### src/rtl/cac_consts.vh
// constants for the clamp and output control block
// assumes inclusion by rtl/cac_clamp_output.v only
`ifndef CAC_CONSTS_VH
`define CAC_CONSTS_VH
`define CAC_ADDR_W          8
`define CAC_ADDR_SAMP       8'h63
`define CAC_ADDR_GAIN       8'h64
`define CAC_ADDR_CLAMP_LVL  8'h65
`define CAC_ADDR_OP_MODE    8'h66
`define CAC_ADDR_AFE_CTRL   8'h67
`define CAC_ADDR_OUT_PHASE  8'h68
`define CAC_ADDR_STATUS     8'h69
`define CAC_SAMP_W          24
`define CAC_SAMP_RST        24'h000000
`define CAC_GAIN_W          9
`define CAC_GAIN_RST        9'h000
`define CAC_GAIN_STEP_MDB   35
`define CAC_CLAMP_RST       8'h00
`define CAC_OP_MODE_RST     8'h00
`define CAC_AFE_CTRL_RST    8'h00
`define CAC_GAIN_STEP_W     16
`define CAC_OPR_CLAMP_OFF   2
`define CAC_AFE_TRANSP      4
`define CAC_AFE_TRISTATE    3
`define CAC_AFE_GRAY        5
`define CAC_FILT_SHIFT      4
`define CAC_PHASE_W         4
`endif

### src/rtl/cac_clamp_output.v
// clamp loop, gain code and output stage of one front-end channel
// assumes registers written by a word port, converter word on clk_in
`timescale 1ns/1ns
`include "cac_consts.vh"
////////////////////////////////////////////////////////////////////////////////
// Notes on behaviour
// - sampling edges of both sample clocks follow the placement register at 0x63.
// - gain code is nine bits, every value 0 to 511 accepted.
// - gain in dB equals code times 0.035.
// - during clamp pulse each converter word is compared with black reference.
// - black reference is eight bits, 0 to 255 in 256 steps.
// - error is low-pass filtered and drives the offset correction converter.
// - correction updates during each clamp pulse, however often it comes.
// - operating mode bit D2 set stops all clamp feedback updates.
// - with loop off, black level still applied as fixed offset.
// - output words latched at edge chosen by output phase register.
// - control bit D4 set makes output latches transparent.
// - control bit D3 set three-states the data outputs.
// - output is straight binary, Gray code when control bit D5 set.
module cac_clamp_output
#(
  parameter DATA_W = 12,
  parameter CORR_W = 12
)
(
  input  wire                    clk_in,
  input  wire                    rst_in,
  input  wire                    reg_wr_in,
  input  wire                    reg_rd_in,
  input  wire [`CAC_ADDR_W-1:0]  reg_addr_in,
  input  wire [`CAC_SAMP_W-1:0]  reg_wdata_in,
  output reg  [`CAC_SAMP_W-1:0]  reg_rdata_out,
  input  wire                    black_clamp_pulse_in,
  input  wire [DATA_W-1:0]       adc_word_in,
  output reg  [`CAC_SAMP_W-1:0]  sampling_edge_placement_out,
  output reg  [`CAC_GAIN_W-1:0]  amplifier_gain_code_out,
  output reg  [15:0]             gain_mdb_out,
  output reg  [CORR_W-1:0]       clamp_dac_out,
  output reg  [DATA_W-1:0]       data_out,
  output wire [DATA_W-1:0]       data_oe_n_out
);

////////////////////////////////////////////////////////////////////////////////
reg [`CAC_GAIN_W-1:0]  gain_code;
reg [7:0]              clamp_level;
reg [7:0]              operating_mode_register;
reg [7:0]              afe_ctrl;
reg [`CAC_PHASE_W-1:0] output_latch_phase;
reg [`CAC_PHASE_W-1:0] phase_cnt;
reg [CORR_W+`CAC_FILT_SHIFT-1:0] filt_acc;
reg                    clamp_seen;
reg [DATA_W-1:0]       latched_word;

function [DATA_W-1:0] to_gray;
  input [DATA_W-1:0] b;
  begin
    to_gray = b ^ (b >> 1);
  end
endfunction

wire clamp_off = operating_mode_register[`CAC_OPR_CLAMP_OFF];
wire signed [DATA_W+1:0] clamp_err =
  $signed({2'b00, clamp_level, {(DATA_W-8){1'b0}}} >> (DATA_W-8)) -
  $signed({2'b00, adc_word_in});

////////////////////////////////////////////////////////////////////////////////
// register port
always @(posedge clk_in or posedge rst_in)
begin
  if (rst_in)
  begin
    sampling_edge_placement_out <= `CAC_SAMP_RST;
    gain_code <= `CAC_GAIN_RST;
    clamp_level <= `CAC_CLAMP_RST;
    operating_mode_register <= `CAC_OP_MODE_RST;
    afe_ctrl <= `CAC_AFE_CTRL_RST;
    output_latch_phase <= {`CAC_PHASE_W{1'b0}};
  end
  else if (reg_wr_in)
  begin
    case (reg_addr_in)
      `CAC_ADDR_SAMP:      sampling_edge_placement_out <= reg_wdata_in;
      `CAC_ADDR_GAIN:      gain_code <= reg_wdata_in[`CAC_GAIN_W-1:0];
      `CAC_ADDR_CLAMP_LVL: clamp_level <= reg_wdata_in[7:0];
      `CAC_ADDR_OP_MODE:   operating_mode_register <= reg_wdata_in[7:0];
      `CAC_ADDR_AFE_CTRL:  afe_ctrl <= reg_wdata_in[7:0];
      `CAC_ADDR_OUT_PHASE: output_latch_phase <= reg_wdata_in[`CAC_PHASE_W-1:0];
      default:             ;
    endcase
  end
end

always @(posedge clk_in or posedge rst_in)
begin
  if (rst_in)
    reg_rdata_out <= {`CAC_SAMP_W{1'b0}};
  else if (reg_rd_in)
  begin
    case (reg_addr_in)
      `CAC_ADDR_SAMP:      reg_rdata_out <= sampling_edge_placement_out;
      `CAC_ADDR_GAIN:      reg_rdata_out <= {15'h0000, gain_code};
      `CAC_ADDR_CLAMP_LVL: reg_rdata_out <= {16'h0000, clamp_level};
      `CAC_ADDR_OP_MODE:   reg_rdata_out <= {16'h0000, operating_mode_register};
      `CAC_ADDR_AFE_CTRL:  reg_rdata_out <= {16'h0000, afe_ctrl};
      `CAC_ADDR_OUT_PHASE: reg_rdata_out <= {20'h00000, output_latch_phase};
      `CAC_ADDR_STATUS:    reg_rdata_out <= {{(`CAC_SAMP_W-CORR_W-1){1'b0}}, clamp_seen, clamp_dac_out};
      default:             reg_rdata_out <= {`CAC_SAMP_W{1'b0}};
    endcase
  end
end

////////////////////////////////////////////////////////////////////////////////
// gain: millidecibels = code * 35
always @(posedge clk_in or posedge rst_in)
begin
  if (rst_in)
  begin
    amplifier_gain_code_out <= `CAC_GAIN_RST;
    gain_mdb_out <= 16'h0000;
  end
  else
  begin
    amplifier_gain_code_out <= gain_code;
    // product fits: 511 * 35 stays below 16 bits
    gain_mdb_out <= gain_code * `CAC_GAIN_STEP_W'd`CAC_GAIN_STEP_MDB;
  end
end

////////////////////////////////////////////////////////////////////////////////
// clamp loop: first-order filter, one step per clamp-active word
always @(posedge clk_in or posedge rst_in)
begin
  if (rst_in)
  begin
    filt_acc <= {(CORR_W+`CAC_FILT_SHIFT){1'b0}};
    clamp_dac_out <= {CORR_W{1'b0}};
    clamp_seen <= 1'b0;
  end
  else
  begin
    if (black_clamp_pulse_in && !clamp_off)
    begin
      filt_acc <= filt_acc + {{(CORR_W+`CAC_FILT_SHIFT-DATA_W-2){clamp_err[DATA_W+1]}}, clamp_err};
      clamp_seen <= 1'b1;
    end
    if (clamp_off)
      clamp_dac_out <= {{(CORR_W-8){1'b0}}, clamp_level};
    else
      clamp_dac_out <= filt_acc[CORR_W+`CAC_FILT_SHIFT-1:`CAC_FILT_SHIFT];
  end
end

////////////////////////////////////////////////////////////////////////////////
// output stage: latch once per phase period at programmed phase
always @(posedge clk_in or posedge rst_in)
begin
  if (rst_in)
  begin
    phase_cnt <= {`CAC_PHASE_W{1'b0}};
    latched_word <= {DATA_W{1'b0}};
    data_out <= {DATA_W{1'b0}};
  end
  else
  begin
    phase_cnt <= phase_cnt + 1'b1;
    if (phase_cnt == output_latch_phase)
      latched_word <= adc_word_in;
    if (afe_ctrl[`CAC_AFE_TRANSP])
      data_out <= afe_ctrl[`CAC_AFE_GRAY] ? to_gray(adc_word_in) : adc_word_in;
    else
      data_out <= afe_ctrl[`CAC_AFE_GRAY] ? to_gray(latched_word) : latched_word;
  end
end

assign data_oe_n_out = {DATA_W{afe_ctrl[`CAC_AFE_TRISTATE]}};

endmodule // cac_clamp_output

### config.mk
export PLATFORM = sky130hd
export DESIGN_NAME = cac_clamp_output
export DESIGN_NICKNAME = d
export VERILOG_FILES = /design/src/rtl/cac_clamp_output.v
export VERILOG_INCLUDE_DIRS = /design/src /design/src/rtl
export SDC_FILE = /design/constraint.sdc
export NUM_CORES = 1
export LEC_CHECK = 0
export BUFFER_PORTS_ARGS = -buffer_cell sky130_fd_sc_hd__clkbuf_2
export CORE_AREA = 2 2 156 197
export DETAILED_ROUTE_END_ITERATION = 16
export DIE_AREA = 0 0 158 199
export PLACE_DENSITY_LB_ADDON = 0.05
export SYNTH_ARGS = -nofsm -noshare
export SYNTH_HDL_FRONTEND = slang
export SYNTH_SLANG_ARGS = --single-unit
### constraint.sdc
create_clock -name clk_in -period 13.7 [get_ports clk_in]
set_input_delay 0 -clock clk_in [delete_from_list [all_inputs] [get_ports clk_in]]
set_output_delay 0 -clock clk_in [all_outputs]
set_load 0.03 [all_outputs]
Word level (Yosys, flattened, before mapping). Cells that the tools add are included.

$add $sub $neg: 3. Multiply operators: 1. Divide/modulo/power cells: 0. Magnitude comparators: 0. Eq/ne operators: 8. Shifts and indexed selects: 0. Multiplexer cells: 5. Bitwise operators: 2. Reduce and logical (&&, ||, !) cells: 8.

Operators by type and width (count): $pmux 24 s7 (1); $eq 8x7->1 const B (7); $mux 12 (4); $xor 12x11->12 (2); $add 16x16->16 (1); $mul 9x6->15 const B (1); $sub 8x12->13 (1); $reduce_and 2->1 (6); $add 4x1->4 const B (1); $eq 4x4->1 (1); $logic_and 1x1->1 (1); $logic_not 1->1 (1).

Bits in registers: 166. Latch bits: 0. Memory bits (writable): 0. ROM bits: 0. Bits of input ports: 49. Output and inout bits: 109. Word-level logic and storage cells: 42. Memories kept: 0.

Logic depth before layout (Yosys ltp).
Depth after elaboration: 3. Gate-level depth with buffers: 16. Mapped depth without buffers: 16.

Least setup slack after synthesis. OpenSTA, ideal clock, no wires.

Path type: reg2reg. Start: register clamp_level[0]. End: register filt_acc[15]. Setup time: 0.122 ns. Arrival time: 3.271 ns. Data required time: 13.578 ns. Setup slack: 10.307 ns. Stages on the path, launching flop included: 16. Path buffers: 0. Period minus slack after synthesis: 3.393 ns. Cells stage by stage: dfrtp_1 -> inv_1 -> ha_1 -> fa_1 -> nand2b_1 -> a21oi_1 -> a41o_1 -> a21o_1 -> xnor2_1 -> ha_1 -> nand4_1 -> nor4b_2 -> a2111oi_4 -> a21oi_2 -> mux2_4 -> xor2_1.

Cells in the longest elaborated chain, start to end: 2.

Ends and longest elaborated chain: from (decl) (line cac_clamp_output.v:45) `reg [7:0] clamp_level;`; from (signal assigned) (line cac_clamp_output.v:74) `` clamp_level <= `CAC_CLAMP_RST; ``; from (signal assigned) (line cac_clamp_output.v:84) `` `CAC_ADDR_CLAMP_LVL: clamp_level <= reg_wdata_in[7:0]; ``; $sub 8x12->13 (line cac_clamp_output.v:63) `$signed({2'b00, clamp_level, {(DATA_W-8){1'b0}}} >> (DATA_W-8)) -`; $add 16x16->16 (line cac_clamp_output.v:143) `` filt_acc <= filt_acc + {{(CORR_W+`CAC_FILT_SHIFT-DATA_W-2){clamp_err[DATA_W+1]}}, clamp_err}; ``; to (signal assigned) (line cac_clamp_output.v:135) `` filt_acc <= {(CORR_W+`CAC_FILT_SHIFT){1'b0}}; ``; to (signal assigned) (line cac_clamp_output.v:143); to (decl) (line cac_clamp_output.v:50) `` reg [CORR_W+`CAC_FILT_SHIFT-1:0] filt_acc; ``.

No other way between the ends. A chain may end at the register's enable or synchronous reset.

Worst setup path in the final report. Ends and elaborated chain as after synthesis.

==> results.json <==
{
  "status": "finished clean",
  "slew_headroom": 0.3421,
  "cp.arrival_ps": 4040,
  "cts_tree": "yes",
  "maxSlewViolCount": 0,
  "crit_fanout": 6,
  "worstSetupPathType": "flip-flop to flip-flop",
  "synth_flop_cell": "dfrtp_1",
  "cp_slowest_cell": "ha_1",
  "cp_num_buf_inv": 1,
  "ys.warnings.count": 0,
  "p_total_mw": 1.612,
  "io_buffers": 156,
  "vias_per_cell": 4.520,
  "seq_area_frac_synth": 0.4710,
  "cts.sinks": 165,
  "nets": 1068,
  "h-tree-depth": 4,
  "drive_above_1_share": 0.2890,
  "grt_max_degree": 65,
  "wl_per_cell_microns": 17.44,
  "r2r-end": "filt_acc[15]",
  "core_area_sq_mm": 0.02967,
  "clk_transition_reported_paths_ps": 60,
  "die_x_microns": 158,
  "wl_mm": 23.89,
  "path_common_cell": "ha_1",
  "place_ws_ps": 9930,
  "fin_skew_ps": 7.143,
  "syn_area_sq_mm": 0.008766,
  "required_ps": 14010,
  "fp.dieH_microns": 199,
  "p_leak_nw": 5.426,
  "setup_tns_ps": 0,
  "r2r_slack_ps": 9970,
  "root_buffer": "clkbuf_16",
  "tightestPinTransition_ps": 986.9,
  "grt_pass1_wl_mm": 36.89,
  "numCtsBuffers": 17,
  "syn_avg_cell_area_sq_um": 11.27,
  "worstHoldPathCells": 4,
  "finalSetupViolCount": 0,
  "mostFrequentLayoutCell": "dfrtp_1",
  "grt_pass1_vias": 6322,
  "vias": 6192,
  "period_needed_ps": 3729,
  "crit_family": "adder cells",
  "synthCells": 778,
  "place_congestion": 0.8063,
  "path_cells": "inv_1 -> ha_1 -> fa_1 -> nand2b_1 -> a21oi_1 -> a41o_1 -> a21o_1 -> xnor2_1 -> ha_1 -> nand4_1 -> nor4b_2 -> a2111oi_4 -> a21oi_2 -> mux2_4 -> xor2_1",
  "reg2reg_from": "clamp_level[0]",
  "reg2regPathDepth": 15,
  "drc": 0,
  "num_rows": 71,
  "final_cell_mix": "165 x dfrtp_1, 156 x clkbuf_2, 61 x nand2_1",
  "num_io_pins": 158,
  "post-cts-setup-buffer-count": 0,
  "hold_path_end": "reg_rdata_out[2]",
  "cts_hold_buf": 40,
  "fillCellCount": 3051,
  "antenna_found_initial": 0,
  "period_share": 0.2722,
  "drt_iter0_markers": 188,
  "synth_edf_count": 0,
  "async_flop_share": 1.000,
  "setup_ws_ps": 9971,
  "first_pass_iters": 7,
  "fmax_mhz": 268.1,
  "hold_path.class": "primary input to flip-flop",
  "cts_buffer_depth": 2,
  "ant_nets": 0,
  "initial_core_util": 0.2954,
  "overflow": 0,
  "cts_resized": 0,
  "hold_viol": 0,
  "crit_path_end_kind": "flip-flop",
  "pwr_density_cell_mw_per_mm2": 147.9,
  "syn_nets": 889,
  "cp-start-kind": "flip-flop",
  "clk_latency_ps": 420,
  "drv_cap": 0,
  "synth_cell_types": 66,
  "antenna_cells": 0,
  "slowest_delay_ps": 420,
  "die_area_sq_mm": 0.03144,
  "ys_ff_latch": 165,
  "syn_to_final_growth_pct": 24.35,
  "dp_hpwl_mm": 17.78,
  "hp-start": "reg_addr_in[2]",
  "max-vdd-ir-drop_mv": 0.07376,
  "global_route.usage.total": 0.1569,
  "rsz0062_at_grt": "false"
}
state kept, by name (all words and copies together), names as in the netlist:
register / count
reg_rdata_out: 24
sampling_edge_placement_out: 24
filt_acc: 16
gain_mdb_out: 14
clamp_dac_out: 12
data_out: 12
latched_word: 12
amplifier_gain_code_out: 9
gain_code: 9
afe_ctrl: 8
clamp_level: 8
operating_mode_register: 8
output_latch_phase: 4
phase_cnt: 4
clamp_seen: 1
cell usage after synthesis, drive strengths merged (9+ instances only):
cell    count  area, sq um
xnor2      35        306.5
xor2       15        131.4
clkbuf     16        60.06
buf        26        181.4
nor2       32        120.1
ha         55        688.2
inv        56        210.2
o22ai      11        68.82
a22oi       9        67.56
a21oi      38        193.9
nor2b      14        87.58
o21ai      48        240.2
dfrtp     165         4129
nand2      62        240.2
mux2       74        912.1
nand3      24        125.1
metrics by stage:
step | area [sq um] | utilization | instances | hold slack (ps)
6_report | 10900 | 0.3674 | 1370 | 61.35
5_1_grt | 10900 | 0.3674 | 1370 | 83.24
4_1_cts | 10900 | 0.3674 | 1370 | 38.50
3_5_place_dp | 9857 | 0.3322 | 1299 | 53.20
3_3_place_gp | 9857 | 0.3322 | 1299 | 54.98
2_1_floorplan | 8766 | - | 778 | 131.7
worst register-to-register path, stage by stage, from the launching register on:
cell and delay, ps:
dfrtp_1 390, inv_1 60, ha_1 200, fa_1 390, nand2b_1 170, a21oi_1 280
a41o_1 210, a21o_1 150, xnor2_1 80, ha_1 420, nand4_1 170, nor4b_2 350
a2111oi_4 130, a21oi_2 160, mux2_4 310, xor2_1 140
power breakdown:
| part | leakage [nW] | switching (mW) | internal [mW] |
|---|---|---|---|
| clock network | 0.311 | 0.196 | 0.328 |
| registers | 2.17 | 0.0621 | 0.559 |
| logic | 2.95 | 0.279 | 0.187 |
metal layers:
metal / global-route usage / wire (microns) / up-vias
li1: - / - / 3056
met1: 0.1910 / 10290 / 3025
met2: 0.2839 / 12720 / 99
met3: 0.02810 / 658 / 12
met4: 0.04037 / 227 / 0
met5: 0 / 0 / -
how the worst max path moves through the flow:
stage	start	end	slack, ps	cells after the start
2_1_floorplan	rst_in	afe_ctrl[0]	9240	1
3_3_place_gp	clamp_level[0]	filt_acc[15]	10020	15
3_5_place_dp	clamp_level[0]	filt_acc[15]	9930	15
4_1_cts	clamp_level[0]	filt_acc[15]	9930	15
5_1_grt	clamp_level[0]	filt_acc[15]	9730	15
6_report	clamp_level[0]	filt_acc[15]	9970	15
kinds of logic (layout without fill, tap and decap cells):
logic type,after synthesis,count (layout),synth area share
compound gates,148,148,0.1065
fa+ha+maj,62,62,0.09449
xor+xnor,50,50,0.04996
buf+inv,98,289,0.05153
flops,165,165,0.4710
simple gates,165,165,0.09349
other cells,1,1,0.0004278
mux,89,89,0.1326
area by class of cell:
type	count	area, sq um	share of cell area
multi-input combinational	515	4185	0.3840
sequential	165	4129	0.3788
timing repair buffer	202	1226	0.1125
tap	401	501.7	0.04603
clock buffer	23	498.0	0.04568
inverter	56	215.2	0.01974
clock inverter	8	145.1	0.01331
(Power assumes the default switching activity.)
